### src/ssc_params.svh
`ifndef SSC_PARAMS_SVH
`define SSC_PARAMS_SVH

// ---------------------------------------------
// register byte offsets
// ---------------------------------------------
`define A_CTRL   8'h00
`define A_TXMODE 8'h04
`define A_RHR    8'h20
`define A_THR    8'h24
`define A_RSHR   8'h30
`define A_TSHR   8'h34
`define A_CMP0   8'h38
`define A_CMP1   8'h3C
`define A_SR     8'h40
`define A_MASK   8'h4C
`define A_TCNT   8'h50
`define A_TNXT   8'h54
`define A_RCNT   8'h58
`define A_RNXT   8'h5C

// ---------------------------------------------
// transmit mode fields
// ---------------------------------------------
`define TM_WLEN  4:0
`define TM_DEF   5
`define TM_SLEN  19:16
`define TM_SOS   22:20
`define TM_SDEN  23
`define TM_EDGE  24
`define TM_SLEXT 31:28

// ---------------------------------------------
// sync output select codes
// ---------------------------------------------
`define SOS_NONE 3'h0
`define SOS_NEG  3'h1
`define SOS_POS  3'h2
`define SOS_LOW  3'h3
`define SOS_HIGH 3'h4
`define SOS_TGL  3'h5

// ---------------------------------------------
// reset values
// ---------------------------------------------
`define RST_WORD 32'h0000_0000
`define RST_HALF 16'h0000

`endif

### src/ssc_pkg.sv
package ssc_pkg;

  typedef enum logic [1:0]
  {
    TX_IDLE = 2'b00,
    TX_SYNC = 2'b01,
    TX_DATA = 2'b10
  } tx_state_t;

  typedef struct packed {
    logic        tx_en;
    logic        rx_en;
    logic [31:0] txmode;
    logic [15:0] tsh;
    logic [15:0] cmp0;
    logic [15:0] cmp1;
    logic [11:0] mask;
    logic [31:0] thr;
    logic        thr_full;
    logic [31:0] tx_shift_reg;
    tx_state_t   tx_st;
    logic [7:0]  tx_cnt;
    logic        tx_out;
    logic        frame;
    logic        tgl;
    logic [31:0] rhr;
    logic [15:0] rsh;
    logic [31:0] rx_sh;
    logic [4:0]  rx_cnt;
    logic        in_sync;
    logic        in_data;
    logic        rx_ready_flag;
    logic        ovr;
    logic        cp0f;
    logic        cp1f;
    logic        tx_sync_seen;
    logic        rx_sync_seen;
    logic        tx_count_done;
    logic        rx_count_done;
    logic        irq;
    logic [31:0] rdata;
  } core_t;

  typedef struct packed {
    logic [15:0] cnt;
    logic [15:0] nxt;
    logic        hit;
  } dma_t;

  typedef struct packed {
    logic s1;
    logic s2;
    logic s3;
  } sync_t;

endpackage : ssc_pkg

### src/pin_sync.sv
`timescale 1ns/1ns
module pin_sync
(
  // clock and reset
  input  wire logic clk_i,
  input  wire logic rst_i,
  // pin and synchronised view
  input  wire logic d_i,
  output logic      q_o,
  output logic      rise_o,
  output logic      fall_o
);
  import ssc_pkg::*;

  sync_t r;
  sync_t n;

  always_comb
  begin
    n    = r;
    n.s1 = d_i;
    n.s2 = r.s1;
    n.s3 = r.s2;
  end

  always_ff @(posedge clk_i)
  begin
    if (rst_i)
      r <= '0;
    else
      r <= n;
  end

  assign q_o    = r.s2;
  assign rise_o = r.s2 & ~r.s3;
  assign fall_o = ~r.s2 & r.s3;

endmodule : pin_sync

### src/dma_count.sv
`timescale 1ns/1ns
module dma_count
(
  // clock and reset
  input  wire logic        clk_i,
  input  wire logic        rst_i,
  // software writes
  input  wire logic        wr_cnt_i,
  input  wire logic        wr_next_i,
  input  wire logic [15:0] wdata_i,
  // one word moved
  input  wire logic        dec_i,
  // counters
  output logic [15:0]      count_o,
  output logic [15:0]      next_o,
  output logic             hit_o
);
  import ssc_pkg::*;

  dma_t r;
  dma_t n;

  always_comb
  begin
    n     = r;
    n.hit = 1'b0;
    if (dec_i && r.cnt != 16'h0000)
    begin
      n.cnt = r.cnt - 16'h0001;
      n.hit = (r.cnt == 16'h0001);
    end
    else if (r.cnt == 16'h0000 && r.nxt != 16'h0000)
    begin
      n.cnt = r.nxt;
      n.nxt = 16'h0000;
    end
    if (wr_cnt_i)
      n.cnt = wdata_i;
    if (wr_next_i)
      n.nxt = wdata_i;
  end

  always_ff @(posedge clk_i)
  begin
    if (rst_i)
      r <= '0;
    else
      r <= n;
  end

  assign count_o = r.cnt;
  assign next_o  = r.nxt;
  assign hit_o   = r.hit;

endmodule : dma_count

### src/ssc_tx_sync.sv
//
// Overview of operation
// RL1: frame sync pulse lasts length plus one tx clocks; sync data shifts that many bits (code sends at most 16 sync bits, then default level)
// RL2: sync length is the length field joined with its extension field
// RL3: select 0 drives no frame sync; 1 negative pulse, 2 positive pulse
// RL4: select 3 holds frame low during data, 4 holds it high
// RL5: select 5 toggles frame at each transfer start; 6-7 reserved
// RL6: during sync, serial out is default level or sync holding bits
// RL7: tx sync flag on rising frame edge for select 0, falling for 1
// RL8: rx and tx holding words are right aligned whatever the word length
// RL9: rx sync holding register holds 16 bits caught during rx frame sync
// RL10: tx sync holding register holds 16 bits sent during tx frame sync
// RL11: compare-zero flag set on match with compare zero, cleared by status read
// RL12: compare-one flag set on match with compare one, cleared by status read
// RL13: tx ready is 1 while tx holding is empty, else 0
// RL14: tx drained only when last word was moved and fully sent
// RL15: tx count done set at counter zero, cleared on tx counter writes
// RL16: buffer flags show both tx or both rx counters at zero
// RL17: rx ready set when a word is loaded, 0 when holding empty
// RL18: overrun when a word lands before previous was read; status read clears
// RL19: rx count done set at counter zero, cleared on rx counter writes
// RL20: tx sync flag holds until status read, which clears it
// RL21: rx sync flag set on rx frame sync, cleared by status read
// RL22: each word carries word length plus one bits; zero is forbidden
// RL23: interrupt high while any flag is set with its mask bit on
//
// Implementation choices: the strobed register port and the placing of the registers.
`timescale 1ns/1ns
`include "ssc_params.svh"
module ssc_tx_sync
(
  // clock and reset
  input  wire logic        MCLK_I,
  input  wire logic        SRST_I,
  // register port
  input  wire logic [7:0]  ADDR_I,
  input  wire logic [31:0] WDATA_I,
  input  wire logic        WR_I,
  input  wire logic        RD_I,
  output logic [31:0]      RDATA_O,
  // transmit pins
  input  wire logic        TX_CLK_I,
  output logic             SERIAL_OUT_O,
  output logic             TX_FRAME_O,
  output logic             TX_FRAME_OE_O,
  // receive pins
  input  wire logic        RX_CLK_I,
  input  wire logic        RX_FRAME_I,
  input  wire logic        RX_DATA_I,
  // interrupt
  output logic             INT_O
);
  import ssc_pkg::*;

  // ---------------------------------------------
  // state and pin views
  // ---------------------------------------------
  core_t       r;
  core_t       n;
  logic        tclk_fall;
  logic        rclk_rise;
  logic        rfrm;
  logic        rfrm_rise;
  logic        rx_word;
  logic [15:0] tcnt;
  logic [15:0] tnxt;
  logic [15:0] rcnt;
  logic [15:0] rnxt;
  logic        thit;
  logic        rhit;
  logic        wr_thr;
  logic        rd_rhr;

  pin_sync u_tclk
  (
    .clk_i  (MCLK_I),
    .rst_i  (SRST_I),
    .d_i    (TX_CLK_I),
    .q_o    (),
    .rise_o (),
    .fall_o (tclk_fall)
  );

  pin_sync u_rclk
  (
    .clk_i  (MCLK_I),
    .rst_i  (SRST_I),
    .d_i    (RX_CLK_I),
    .q_o    (),
    .rise_o (rclk_rise),
    .fall_o ()
  );

  pin_sync u_rfrm
  (
    .clk_i  (MCLK_I),
    .rst_i  (SRST_I),
    .d_i    (RX_FRAME_I),
    .q_o    (rfrm),
    .rise_o (rfrm_rise),
    .fall_o ()
  );

  pin_sync u_rx_word
  (
    .clk_i  (MCLK_I),
    .rst_i  (SRST_I),
    .d_i    (RX_DATA_I),
    .q_o    (rx_word),
    .rise_o (),
    .fall_o ()
  );

  // ---------------------------------------------
  // transfer counters
  // ---------------------------------------------
  assign wr_thr = WR_I && ADDR_I == `A_THR;
  assign rd_rhr = RD_I && ADDR_I == `A_RHR && r.rx_ready_flag;

  dma_count u_txcnt
  (
    .clk_i     (MCLK_I),
    .rst_i     (SRST_I),
    .wr_cnt_i  (WR_I && ADDR_I == `A_TCNT),
    .wr_next_i (WR_I && ADDR_I == `A_TNXT),
    .wdata_i   (WDATA_I[15:0]),
    .dec_i     (wr_thr),
    .count_o   (tcnt),
    .next_o    (tnxt),
    .hit_o     (thit)
  );

  dma_count u_rxcnt
  (
    .clk_i     (MCLK_I),
    .rst_i     (SRST_I),
    .wr_cnt_i  (WR_I && ADDR_I == `A_RCNT),
    .wr_next_i (WR_I && ADDR_I == `A_RNXT),
    .wdata_i   (WDATA_I[15:0]),
    .dec_i     (rd_rhr),
    .count_o   (rcnt),
    .next_o    (rnxt),
    .hit_o     (rhit)
  );

  // ---------------------------------------------
  // helpers
  // ---------------------------------------------
  function automatic logic frame_of(input tx_state_t st, input logic [2:0] sos, input logic tg);
    logic f;
    f = 1'b0;
    case (sos)
      `SOS_NEG:  f = (st != TX_SYNC);          // [RL3]
      `SOS_POS:  f = (st == TX_SYNC);          // [RL3]
      `SOS_LOW:  f = (st != TX_DATA);          // [RL4]
      `SOS_HIGH: f = (st == TX_DATA);          // [RL4]
      `SOS_TGL:  f = tg;                       // [RL5]
      default:   f = 1'b0;
    endcase
    return f;
  endfunction : frame_of

  function automatic logic [31:0] status_of(input core_t c, input logic [15:0] tc, input logic [15:0] tn,
                                            input logic [15:0] rc, input logic [15:0] rn);
    logic [31:0] s;
    s     = `RST_WORD;
    s[0]  = ~c.thr_full;                                   // [RL13]
    s[1]  = ~c.thr_full && c.tx_st == TX_IDLE;             // [RL14]
    s[2]  = c.tx_count_done;
    s[3]  = (tc == 16'h0000) && (tn == 16'h0000);          // [RL16]
    s[4]  = c.rx_ready_flag;                                       // [RL17]
    s[5]  = c.ovr;
    s[6]  = c.rx_count_done;
    s[7]  = (rc == 16'h0000) && (rn == 16'h0000);          // [RL16]
    s[8]  = c.cp0f;
    s[9]  = c.cp1f;
    s[10] = c.tx_sync_seen;
    s[11] = c.rx_sync_seen;
    s[16] = c.tx_en;
    s[17] = c.rx_en;
    return s;
  endfunction : status_of

  // ---------------------------------------------
  // next state
  // ---------------------------------------------
  always_comb
  begin
    logic [4:0]  wlen;
    logic [7:0]  slen;
    logic [2:0]  sos;
    logic        def;
    logic        sden;
    logic [4:0]  idx;
    logic [4:0]  rc;
    logic [31:0] word;
    logic [31:0] stat;
    wlen = r.txmode[`TM_WLEN];
    slen = {r.txmode[`TM_SLEXT], r.txmode[`TM_SLEN]};   // [RL2]
    sos  = r.txmode[`TM_SOS];
    def  = r.txmode[`TM_DEF];
    sden = r.txmode[`TM_SDEN];
    idx  = 5'h00;
    rc   = 5'h00;
    word = `RST_WORD;
    stat = status_of(r, tcnt, tnxt, rcnt, rnxt);
    n    = r;

    // read and its side effects
    n.rdata = `RST_WORD;
    if (RD_I)
    begin
      case (ADDR_I)
        `A_CTRL:   n.rdata = {30'h0000_0000, r.rx_en, r.tx_en};
        `A_TXMODE: n.rdata = r.txmode;
        `A_RHR:
        begin
          n.rdata = r.rhr;                              // [RL8]
          n.rx_ready_flag = 1'b0;                               // [RL17]
        end
        `A_RSHR:   n.rdata = {16'h0000, r.rsh};         // [RL9]
        `A_TSHR:   n.rdata = {16'h0000, r.tsh};         // [RL10]
        `A_CMP0:   n.rdata = {16'h0000, r.cmp0};
        `A_CMP1:   n.rdata = {16'h0000, r.cmp1};
        `A_MASK:   n.rdata = {20'h00000, r.mask};
        `A_TCNT:   n.rdata = {16'h0000, tcnt};
        `A_TNXT:   n.rdata = {16'h0000, tnxt};
        `A_RCNT:   n.rdata = {16'h0000, rcnt};
        `A_RNXT:   n.rdata = {16'h0000, rnxt};
        `A_SR:
        begin
          n.rdata = stat;
          n.cp0f  = 1'b0;                               // [RL11]
          n.cp1f  = 1'b0;                               // [RL12]
          n.ovr   = 1'b0;                               // [RL18]
          n.tx_sync_seen = 1'b0;                               // [RL20]
          n.rx_sync_seen = 1'b0;                               // [RL21]
        end
        default:   n.rdata = `RST_WORD;
      endcase
    end

    // transmitter
    case (r.tx_st)
      TX_IDLE:
      begin
        n.tx_out = def;
        if (r.tx_en && r.thr_full && tclk_fall)
        begin
          n.tx_shift_reg      = r.thr;
          n.thr_full = 1'b0;                            // [RL13]
          n.tx_cnt   = 8'h00;
          n.tgl      = ~r.tgl;                          // [RL5]
          if (sos != `SOS_NONE)
          begin
            n.tx_st  = TX_SYNC;
            n.tx_out = sden ? r.tsh[0] : def;           // [RL6]
          end
          else
          begin
            n.tx_st  = TX_DATA;
            n.tx_out = r.thr[wlen];                     // [RL8]
          end
        end
      end
      TX_SYNC:
      begin
        if (tclk_fall)
        begin
          if (r.tx_cnt == slen)                         // [RL1]
          begin
            n.tx_st  = TX_DATA;
            n.tx_cnt = 8'h00;
            n.tx_out = r.tx_shift_reg[wlen];
          end
          else
          begin
            n.tx_cnt = r.tx_cnt + 8'h01;
            n.tx_out = def;                             // [RL6]
            if (sden && n.tx_cnt < 8'h10)
              n.tx_out = r.tsh[n.tx_cnt[3:0]];          // [RL1] [RL10]
          end
        end
      end
      TX_DATA:
      begin
        if (tclk_fall)
        begin
          if (r.tx_cnt[4:0] == wlen)                    // [RL22]
          begin
            n.tx_st  = TX_IDLE;
            n.tx_out = def;                             // [RL14]
          end
          else
          begin
            n.tx_cnt = r.tx_cnt + 8'h01;
            idx      = wlen - n.tx_cnt[4:0];
            n.tx_out = r.tx_shift_reg[idx];
          end
        end
      end
      default:
      begin
        n.tx_st = TX_IDLE;
      end
    endcase
    n.frame = frame_of(n.tx_st, sos, n.tgl);

    // tx frame edge flag, set wins over read clear
    if (sos != `SOS_NONE && n.frame != r.frame)
    begin
      if (r.txmode[`TM_EDGE] ? r.frame : n.frame)       // [RL7]
        n.tx_sync_seen = 1'b1;                                 // [RL20]
    end

    // software writes
    if (WR_I)
    begin
      case (ADDR_I)
        `A_CTRL:
        begin
          n.tx_en = WDATA_I[0];
          n.rx_en = WDATA_I[1];
        end
        `A_TXMODE: n.txmode = WDATA_I;
        `A_THR:
        begin
          n.thr      = WDATA_I;                         // [RL8]
          n.thr_full = 1'b1;                            // [RL13]
        end
        `A_TSHR:   n.tsh  = WDATA_I[15:0];              // [RL10]
        `A_CMP0:   n.cmp0 = WDATA_I[15:0];
        `A_CMP1:   n.cmp1 = WDATA_I[15:0];
        `A_MASK:   n.mask = WDATA_I[11:0];
        `A_TCNT:   n.tx_count_done = 1'b0;                      // [RL15]
        `A_TNXT:   n.tx_count_done = 1'b0;                      // [RL15]
        `A_RCNT:   n.rx_count_done = 1'b0;                      // [RL19]
        `A_RNXT:   n.rx_count_done = 1'b0;                      // [RL19]
        default:   n.tx_en = r.tx_en;
      endcase
    end
    if (thit)
      n.tx_count_done = 1'b1;                                   // [RL15]
    if (rhit)
      n.rx_count_done = 1'b1;                                   // [RL19]

    // receiver
    if (r.rx_en && rfrm_rise)
      n.rx_sync_seen = 1'b1;                                   // [RL21]
    if (r.rx_en && rclk_rise)
    begin
      if (rfrm)
      begin
        n.rsh     = {r.rsh[14:0], rx_word};                // [RL9]
        n.in_sync = 1'b1;
        n.in_data = 1'b0;
      end
      else if (r.in_sync || r.in_data)
      begin
        rc        = r.in_sync ? 5'h00 : r.rx_cnt;
        word      = r.in_sync ? {31'h0000_0000, rx_word} : {r.rx_sh[30:0], rx_word};
        n.in_sync = 1'b0;
        n.in_data = 1'b1;
        n.rx_sh   = word;
        n.rx_cnt  = rc + 5'h01;
        if (rc == wlen)                                 // [RL22]
        begin
          n.in_data = 1'b0;
          n.rx_cnt  = 5'h00;
          n.rhr     = word;                             // [RL8]
          n.rx_ready_flag   = 1'b1;                             // [RL17]
          if (r.rx_ready_flag && !rd_rhr)
            n.ovr = 1'b1;                               // [RL18]
          if (word[15:0] == r.cmp0)
            n.cp0f = 1'b1;                              // [RL11]
          if (word[15:0] == r.cmp1)
            n.cp1f = 1'b1;                              // [RL12]
        end
      end
    end

    n.irq = |(stat[11:0] & r.mask);                     // [RL23]
  end

  // ---------------------------------------------
  // state register
  // ---------------------------------------------
  always_ff @(posedge MCLK_I)
  begin
    if (SRST_I)
    begin
      r       <= '0;
      r.tx_st <= TX_IDLE;
    end
    else
      r <= n;
  end

  // ---------------------------------------------
  // outputs
  // ---------------------------------------------
  assign RDATA_O       = r.rdata;
  assign SERIAL_OUT_O  = r.tx_out;
  assign TX_FRAME_O    = r.frame;
  assign TX_FRAME_OE_O = r.txmode[`TM_SOS] != `SOS_NONE;   // [RL3]
  assign INT_O         = r.irq;

endmodule : ssc_tx_sync

### config.mk
export PLATFORM = sky130hd
export DESIGN_NAME = ssc_tx_sync
export DESIGN_NICKNAME = d
export VERILOG_FILES = /design/src/ssc_pkg.sv /design/src/pin_sync.sv /design/src/dma_count.sv /design/src/ssc_tx_sync.sv
export VERILOG_INCLUDE_DIRS = /design/src
export SDC_FILE = /design/constraint.sdc
export NUM_CORES = 1
export LEC_CHECK = 0
export BUFFER_PORTS_ARGS = -buffer_cell sky130_fd_sc_hd__clkbuf_2
export CAP_MARGIN = 20
export CORE_ASPECT_RATIO = 1.25
export CORE_MARGIN = 2
export CORE_UTILIZATION = 60
export CTS_CLUSTER_DIAMETER = 60
export DETAILED_ROUTE_END_ITERATION = 8
export PLACE_DENSITY = 0.84
export SLEW_MARGIN = 0
export SYNTH_ARGS = -nofsm -noshare
export SYNTH_HDL_FRONTEND = slang
export SYNTH_SLANG_ARGS = --single-unit
### constraint.sdc
create_clock -name MCLK_I -period 8.55 [get_ports MCLK_I]
set_input_delay 2.565 -clock MCLK_I [delete_from_list [all_inputs] [get_ports MCLK_I]]
set_output_delay 2.565 -clock MCLK_I [all_outputs]
set_load 0.01 [all_outputs]
==> key figures, run 1 <==
Run status
  – Status: complete, no violations

Yosys
  – Synth top area cells: dfxtp_1, nand2_1, a21oi_1, mux4_2, clkbuf_1
  – Syn_nets: 2321
  – Seq/Total Area, Yosys: 41.84%
  – Synthesized flop and latch total: 376
  – Yosys warnings: 0
  – Ys flop type: dfxtp_1
  – Mapped Cells: 2258
  – Cell accounting for the most synthesized area: dfxtp_1
  – Yosys top cell area share: 41.84%
  – Distinct cell type count after synthesis: 83
  – EDFF count, synth: 0
  – Syn Area/Cell: 7.967 um^2
  – Async S/R FF share, synth: 0%
  – Post-Syn Area: 17990 um^2

Layout
  – Final core occ: 66.25%
  – Final cell count without fillers: 2627
  – Register area: 7528 um^2
  – Most common cell after layout, fill and taps aside: nand2_1
  – # nets final: 2267
  – Layout cell share with drive strength beyond 1: 10.40%
  – Syn-to-layout area delta: 8.388%
  – Fillcell total: 2500
  – Multi-input logic area: 9428 um^2
  – ANT cells: 0
  – Most frequent cells in the layout: nand2_1, dfxtp_1, a21oi_1, nor2_1, nand3_1

Drt
  – Drt first-iter violations: 2585
  – TritonRoute pass-1 iters: 7
  – ANT nets after route: 0
  – Vias per std cell: 6.696
  – WL final: 61250 um
  – Routed wire per std cell: 23.31 um
  – Vias: 17591
  – DRC Markers: 0

Placement
  – Hpwl dp: 41000 um
  – GPL Wtd Cong: 0.9969
  – IO buf count: 83
  – Placed Cells: 2559

Floorplanning
  – Starting Density: 61.13%
  – DIE WIDTH: 158.9 um
  – Die area: 31390 um^2
  – I/O pins: 84
  – Die H: 197.6 um
  – Placeable Area: 29430 um^2
  – Row cnt: 70

CTS
  – # clock sinks: 376
  – Clock Path Buffers: 3
  – Num CTS Buffers: 38
  – CTS resizes: 0
  – Clk root buf: clkbuf_16
  – H-tree depth: 2
  – CTS hold repair buffers: 0
  – Number of setup buffers added after CTS: 0
  – CTS tree: done
  – Reg clk slew, reported paths: 0.06 ns
  – Clk Latency, worst-skew pair: 0.54 ns

Critical path
  – WP data arrival: 5.70 ns
  – Critical Path RT: 8.96 ns
  – CP startpoint kind: primary input
  – Max FO, Critical Path: 27
  – Worst setup EP type: flip-flop
  – Worst r2r path cells: 8
  – Crit Path Class: in -> reg
  – Crit Reg-Reg Endpoint: SERIAL_OUT_O$_SDFFE_PP0P_
  – CP endpoint: u_rxcnt.count_o[7]$_SDFFE_PP0P_
  – Critical Path Start: ADDR_I[4]
  – Reg-to-Reg Start: r[131]$_SDFFE_PP0P_
  – Worst reg2reg setup slack: 4.69 ns

Job
  – Max cap viols: 0

GRT
  – Initial antenna violation count: 0
  – Global-route wire length before repair: 94050 um
  – Vias in the first global route: 16461
  – Largest net degree at the start of global routing: 136
  – Remaining global-route overflow: 0
  – Tot GR Track Use: 38.22%

Timing
  – Rel. slew slack: 33.36%
  – Final period util: 61.97%
  – TNS Setup: 0 ns
  – Least-Margin Pin Slew: 0.9996 ns
  – RSZ-0062 raised after global routing: false
  – Fmax: 0.1887 GHz
  – Final Max Slew Viols: 0
  – Post-layout min period: 5.298 ns
  – Final Hold Viols: 0
  – Clock skew: 0.01372 ns
  – Setup-failing EPs final: 0

Power and ir drop
  – Worst ir drop on vdd: 0.1291 mV
  – Pwr/cell area: 183.5 nW/um^2
  – Leakage: 6.464 nW

Hold path
  – Hold/Removal Path Class: reg -> reg
metrics by stage:
stage	setup slack (ns)	hold WS, ns	instance area (um^2)	power (mW)
floorplan	4.145	0.4130	17990	1.862
global placement	2.828	0.4193	18220	1.911
detailed placement	2.802	0.4280	18220	1.911
CTS	3.343	0.4281	19470	3.579
global route	3.101	0.4563	19500	3.655
finish	3.252	0.4361	19500	3.578
cell type report:
cell class | instances | share of cell area [%]
inverter | 29 | 0.5583
sequential | 376 | 38.61
multi-input combinational | 1644 | 48.35
clock buffer | 56 | 5.692
clock inverter | 11 | 0.7252
tap | 396 | 2.541
timing repair buffer | 115 | 3.517
cells in the mapped netlist (14+ instances only):
cell,number
clkbuf_1,155
nor3_1,28
mux4_2,33
buf_4,37
a21oi_1,330
dfxtp_1,376
o211ai_1,20
inv_1,28
ha_1,14
nor2_1,124
nand3_1,98
xor2_1,18
a221oi_1,41
nor4_1,19
a22o_1,32
a22oi_1,57
nor2b_1,41
nand2_1,538
a31oi_1,33
xnor2_1,25
registers in the layout (all words and copies together), names as in the netlist, 16 cells and up:
register and cells:
r 264, u_rxcnt.next_o 16, u_rxcnt.count_o 16, RDATA_O 32, u_txcnt.count_o 16, u_txcnt.next_o 16
critical path: stages:
cell	delay [ns]
clkbuf_2	0.12
nor4b_1	0.85
nor2b_2	0.64
and4_1	0.93
nor3_4	0.22
a221oi_1	0.30
nor2_1	0.06
report_power, final:
| group | leakage [nW] | internal, mW | switching, mW |
|---|---|---|---|
| Combinational | 2.83 | 0.0253 | 0.0918 |
| Clock | 0.606 | 0.992 | 0.708 |
| Sequential | 3.03 | 1.76 | 0.00538 |
| Total | 6.46 | 2.77 | 0.805 |
cells by family after synthesis:
family          synth area share [%]
xor+xnor                       2.184
flops                          41.84
buf+inv                        5.884
mux                            4.695
simple gates                   23.75
fa+ha+maj                      1.085
compound gates                 20.55
layer usage:
metal	vias to the layer above	part of all wire (%)	track usage, %
met5	-	0	0
met4	0	8.6	27.07
met3	292	10	6.320
met2	1165	46	62.24
met1	8303	36	46.40
li1	7831	-	-
worst min path at each step:
stage | startpoint | end | depth (start not counted)
3_5_place_dp | u_rclk.n[1]$_SDFF_PP0_ | u_rclk.q_o$_SDFF_PP0_ | 1
2_1_floorplan | u_rxcnt.hit_o$_SDFF_PP0_ | r[33]$_SDFFE_PP0P_ | 2
4_1_cts | u_txcnt.hit_o$_SDFF_PP0_ | r[34]$_SDFFE_PP0P_ | 2
3_3_place_gp | u_txcnt.hit_o$_SDFF_PP0_ | r[34]$_SDFFE_PP0P_ | 2
5_1_grt | u_txcnt.hit_o$_SDFF_PP0_ | r[34]$_SDFFE_PP0P_ | 2
6_report | u_txcnt.hit_o$_SDFF_PP0_ | r[34]$_SDFFE_PP0P_ | 2
Power figures use the tool's default switching activity.
==> inputs of run 2 (changes only) <==
--- a/config.mk
+++ b/config.mk
@@ -6,14 +6,15 @@
 export SDC_FILE = /design/constraint.sdc
 export NUM_CORES = 1
 export LEC_CHECK = 0
+export ABC_AREA = 1
 export BUFFER_PORTS_ARGS = -buffer_cell sky130_fd_sc_hd__clkbuf_2
 export CAP_MARGIN = 20
 export CORE_ASPECT_RATIO = 1.25
 export CORE_MARGIN = 2
-export CORE_UTILIZATION = 60
+export CORE_UTILIZATION = 56
 export CTS_CLUSTER_DIAMETER = 60
 export DETAILED_ROUTE_END_ITERATION = 8
-export PLACE_DENSITY = 0.84
+export PLACE_DENSITY = 0.83
 export SLEW_MARGIN = 0
 export SYNTH_ARGS = -nofsm -noshare
 export SYNTH_HDL_FRONTEND = slang
==> constraint.sdc (replaced) <==
create_clock -name MCLK_I -period 4.85 [get_ports MCLK_I]
set_input_delay 1.455 -clock MCLK_I [delete_from_list [all_inputs] [get_ports MCLK_I]]
set_output_delay 1.455 -clock MCLK_I [all_outputs]
set_load 0.01 [all_outputs]
==> key figures, run 2 <==
Critical path
  – Worst setup EP type: flip-flop
  – Critical Path RT: 5.25 ns
  – Max FO, Critical Path: 30
  – Reg-to-Reg Start: r[131]$_SDFFE_PP0P_
  – Crit Path Class: in -> reg
  – Slowest stage delay, CP: 0.65 ns
  – Cell Chain, Critical Path: clkbuf_2 > inv_1 > nand2_1 > nor3_1 > nand2_1 > buf_4 > inv_1 > nand2_1 > o21ai_0 > a21oi_1
  – Worst reg2reg setup slack: 1.27 ns
  – Critical Path Start: ADDR_I[6]
  – WP data arrival: 3.99 ns
  – Worst r2r path cells: 18
  – Critical path's most frequent cell: nand2_1
  – Crit Reg-Reg Endpoint: r[36]$_SDFF_PP0_
  – CP startpoint kind: primary input
  – Crit path max-delay cell type: nor3_1

GRT
  – Initial antenna violation count: 4
  – Tot GR Track Use: 38.19%
  – Vias in the first global route: 17161
  – Global-route wire length before repair: 98190 um
  – Largest net degree at the start of global routing: 113
  – Remaining global-route overflow: 0

Drt
  – Vias: 18501
  – ANT nets after route: 0
  – DRC Markers: 0
  – WL final: 65030 um
  – Routed wire per std cell: 22.15 um
  – Drt first-iter violations: 2217
  – TritonRoute pass-1 iters: 7
  – Vias per std cell: 6.301

Timing
  – RSZ-0062 raised after global routing: false
  – Setup-failing EPs final: 0
  – Hold WS: 0.3996 ns
  – Least-Margin Pin Slew: 1.046 ns
  – Post-layout min period: 3.588 ns
  – Clock skew: 0.01956 ns
  – TNS Setup: 0 ns
  – Fmax: 0.2787 GHz
  – Final Hold Viols: 0
  – Final period util: 73.97%
  – Rel. slew slack: 29.83%
  – Final Max Slew Viols: 0

Floorplanning
  – DIE WIDTH: 164.4 um
  – Die H: 204.5 um
  – I/O pins: 84
  – Starting Density: 56.80%
  – Row cnt: 73
  – Placeable Area: 31690 um^2
  – Die area: 33600 um^2

CTS
  – Number of setup buffers added after CTS: 0
  – Clock Path Buffers: 3
  – Reg clk slew, reported paths: 0.06 ns
  – Clk root buf: clkbuf_16
  – CTS hold repair buffers: 0
  – CTS resizes: 0
  – Num CTS Buffers: 40
  – CTS tree: done
  – H-tree depth: 2
  – # clock sinks: 376
  – Clk Latency, worst-skew pair: 0.56 ns

Layout
  – Syn-to-layout area delta: 9.613%
  – Register area: 7527 um^2
  – # nets final: 2556
  – Most frequent cells in the layout: nand2_1, dfxtp_1, a21oi_1, inv_1, o21ai_0
  – Flip-flop count of the largest register after layout: 264
  – Most common cell after layout, fill and taps aside: nand2_1
  – Layout Cell Area excl Fill: 19730 um^2
  – Multi-input logic area: 8578 um^2
  – ANT cells: 0
  – Layout cell share with drive strength beyond 1: 8.399%
  – Fillcell total: 2819
  – Most flops, register: r

Run status
  – Status: complete, no violations

Hold path
  – Hold/Removal Path Class: reg -> reg
  – Hold depth: 2
  – Hold endpoint: u_tclk.q_o$_SDFF_PP0_
  – HP Start: u_tclk.n[1]$_SDFF_PP0_

Placement
  – IO buf count: 83
  – Dpl cell area: 18370 um^2
  – GPL Wtd Cong: 1.073
  – Hpwl dp: 45620 um

Yosys
  – Seq/Total Area, Yosys: 41.82%
  – Syn_nets: 2579
  – Syn Area/Cell: 7.155 um^2
  – Post-Syn Area: 18000 um^2
  – Cell accounting for the most synthesized area: dfxtp_1
  – Commonest cells post-synth: nand2_1, dfxtp_1, a21oi_1, inv_1, o21ai_0
  – Most common cell in the netlist: nand2_1
  – Distinct cell type count after synthesis: 56
  – Yosys warnings: 0
  – Mapped Cells: 2516
  – Ys flop type: dfxtp_1
  – EDFF count, synth: 0
  – Yosys top cell area share: 41.82%
  – Async S/R FF share, synth: 0%
  – Synthesized flop and latch total: 376
  – Synth top area cells: dfxtp_1, nand2_1, a21oi_1, o21ai_0, inv_1

Power and ir drop
  – Comb power frac: 3.1%
  – P_int: 4.998 mW
  – Switching pwr: 1.502 mW
  – Share of power burned in registers: 47.7%
  – Leakage: 7.499 nW
  – Worst ir drop on vdd: 0.2866 mV
  – Clk network pwr share: 49.2%
  – Sw frac: 23.10%
  – Pwr/cell area: 329.4 nW/um^2

Job
  – Max cap viols: 0
-- run 2: metal layers --
metal  GRT usage, %  vias up  part of all wire, %
li1               -     8435                    -
met1          44.87     8595                   36
met2          60.33     1123                   45
met3          8.117      348                  9.9
met4          29.79        0                  9.3
met5              0        -                    0
-- run 2: stage by stage --
step / utilization (%) / total power [mW] / std cells / setup WS (ns)
finish: 62.26 / 6.499 / 2936 / 1.262
global route: 62.26 / 6.633 / 2936 / 0.9234
CTS: 62.26 / 6.494 / 2936 / 1.282
detailed placement: 57.96 / 3.362 / 2863 / 0.8542
global placement: 57.96 / 3.361 / 2863 / 0.9153
floorplan: - / 3.266 / 2516 / 1.682
-- run 2: critical path, delay by kind of cell --
kind            cells  cell delay (ns)
buf+inv             4             0.59
compound gates      2             0.52
simple gates        4             1.40
-- run 2: layout make-up --
cell class / instances / area share, %
clock buffers: 52 / 5.663
multi-input cells: 1673 / 43.48
flip-flops and latches: 376 / 38.15
well taps: 412 / 2.613
clock inverters: 21 / 1.237
inverters: 289 / 5.523
repair buffers: 113 / 3.342
-- run 2: worst max path at each step --
| stage | end | slack [ns] | cells past startpoint |
|---|---|---|---|
| 2_1_floorplan | u_rxcnt.count_o[2]$_SDFFE_PP0P_ | 1.68 | 11 |
| 3_3_place_gp | u_rxcnt.next_o[14]$_SDFFE_PP0P_ | 0.92 | 11 |
| 3_5_place_dp | r[239]$_SDFFE_PP0P_ | 0.85 | 10 |
| 4_1_cts | r[246]$_SDFFE_PP0P_ | 1.28 | 10 |
| 5_1_grt | r[36]$_SDFF_PP0_ | 0.92 | 18 |
| 6_report | r[246]$_SDFFE_PP0P_ | 1.26 | 10 |
-- run 2: cell families (layout without fill, tap and decap cells) --
| group | Yosys count | after routing | share of synthesized area [%] |
|---|---|---|---|
| AO/OA/AOI/OAI | 771 | 771 | 24.39 |
| XOR/XNOR | 49 | 49 | 2.384 |
| adder cells (fa/ha/maj) | 15 | 15 | 1.084 |
| buffers and inverters | 467 | 475 | 10.61 |
| flip-flops | 376 | 376 | 41.82 |
| AND/OR/NAND/NOR | 838 | 838 | 19.72 |
-- run 2: power by group through the flow --
stage	Combinational (mW)	Clock (mW)	Sequential, mW
after detailed placement	0.194	0	3.17
after CTS	0.195	3.20	3.10
after global placement	0.193	0	3.17
after global routing	0.213	3.32	3.10
final	0.204	3.20	3.10
after floorplan	0.0997	0	3.17
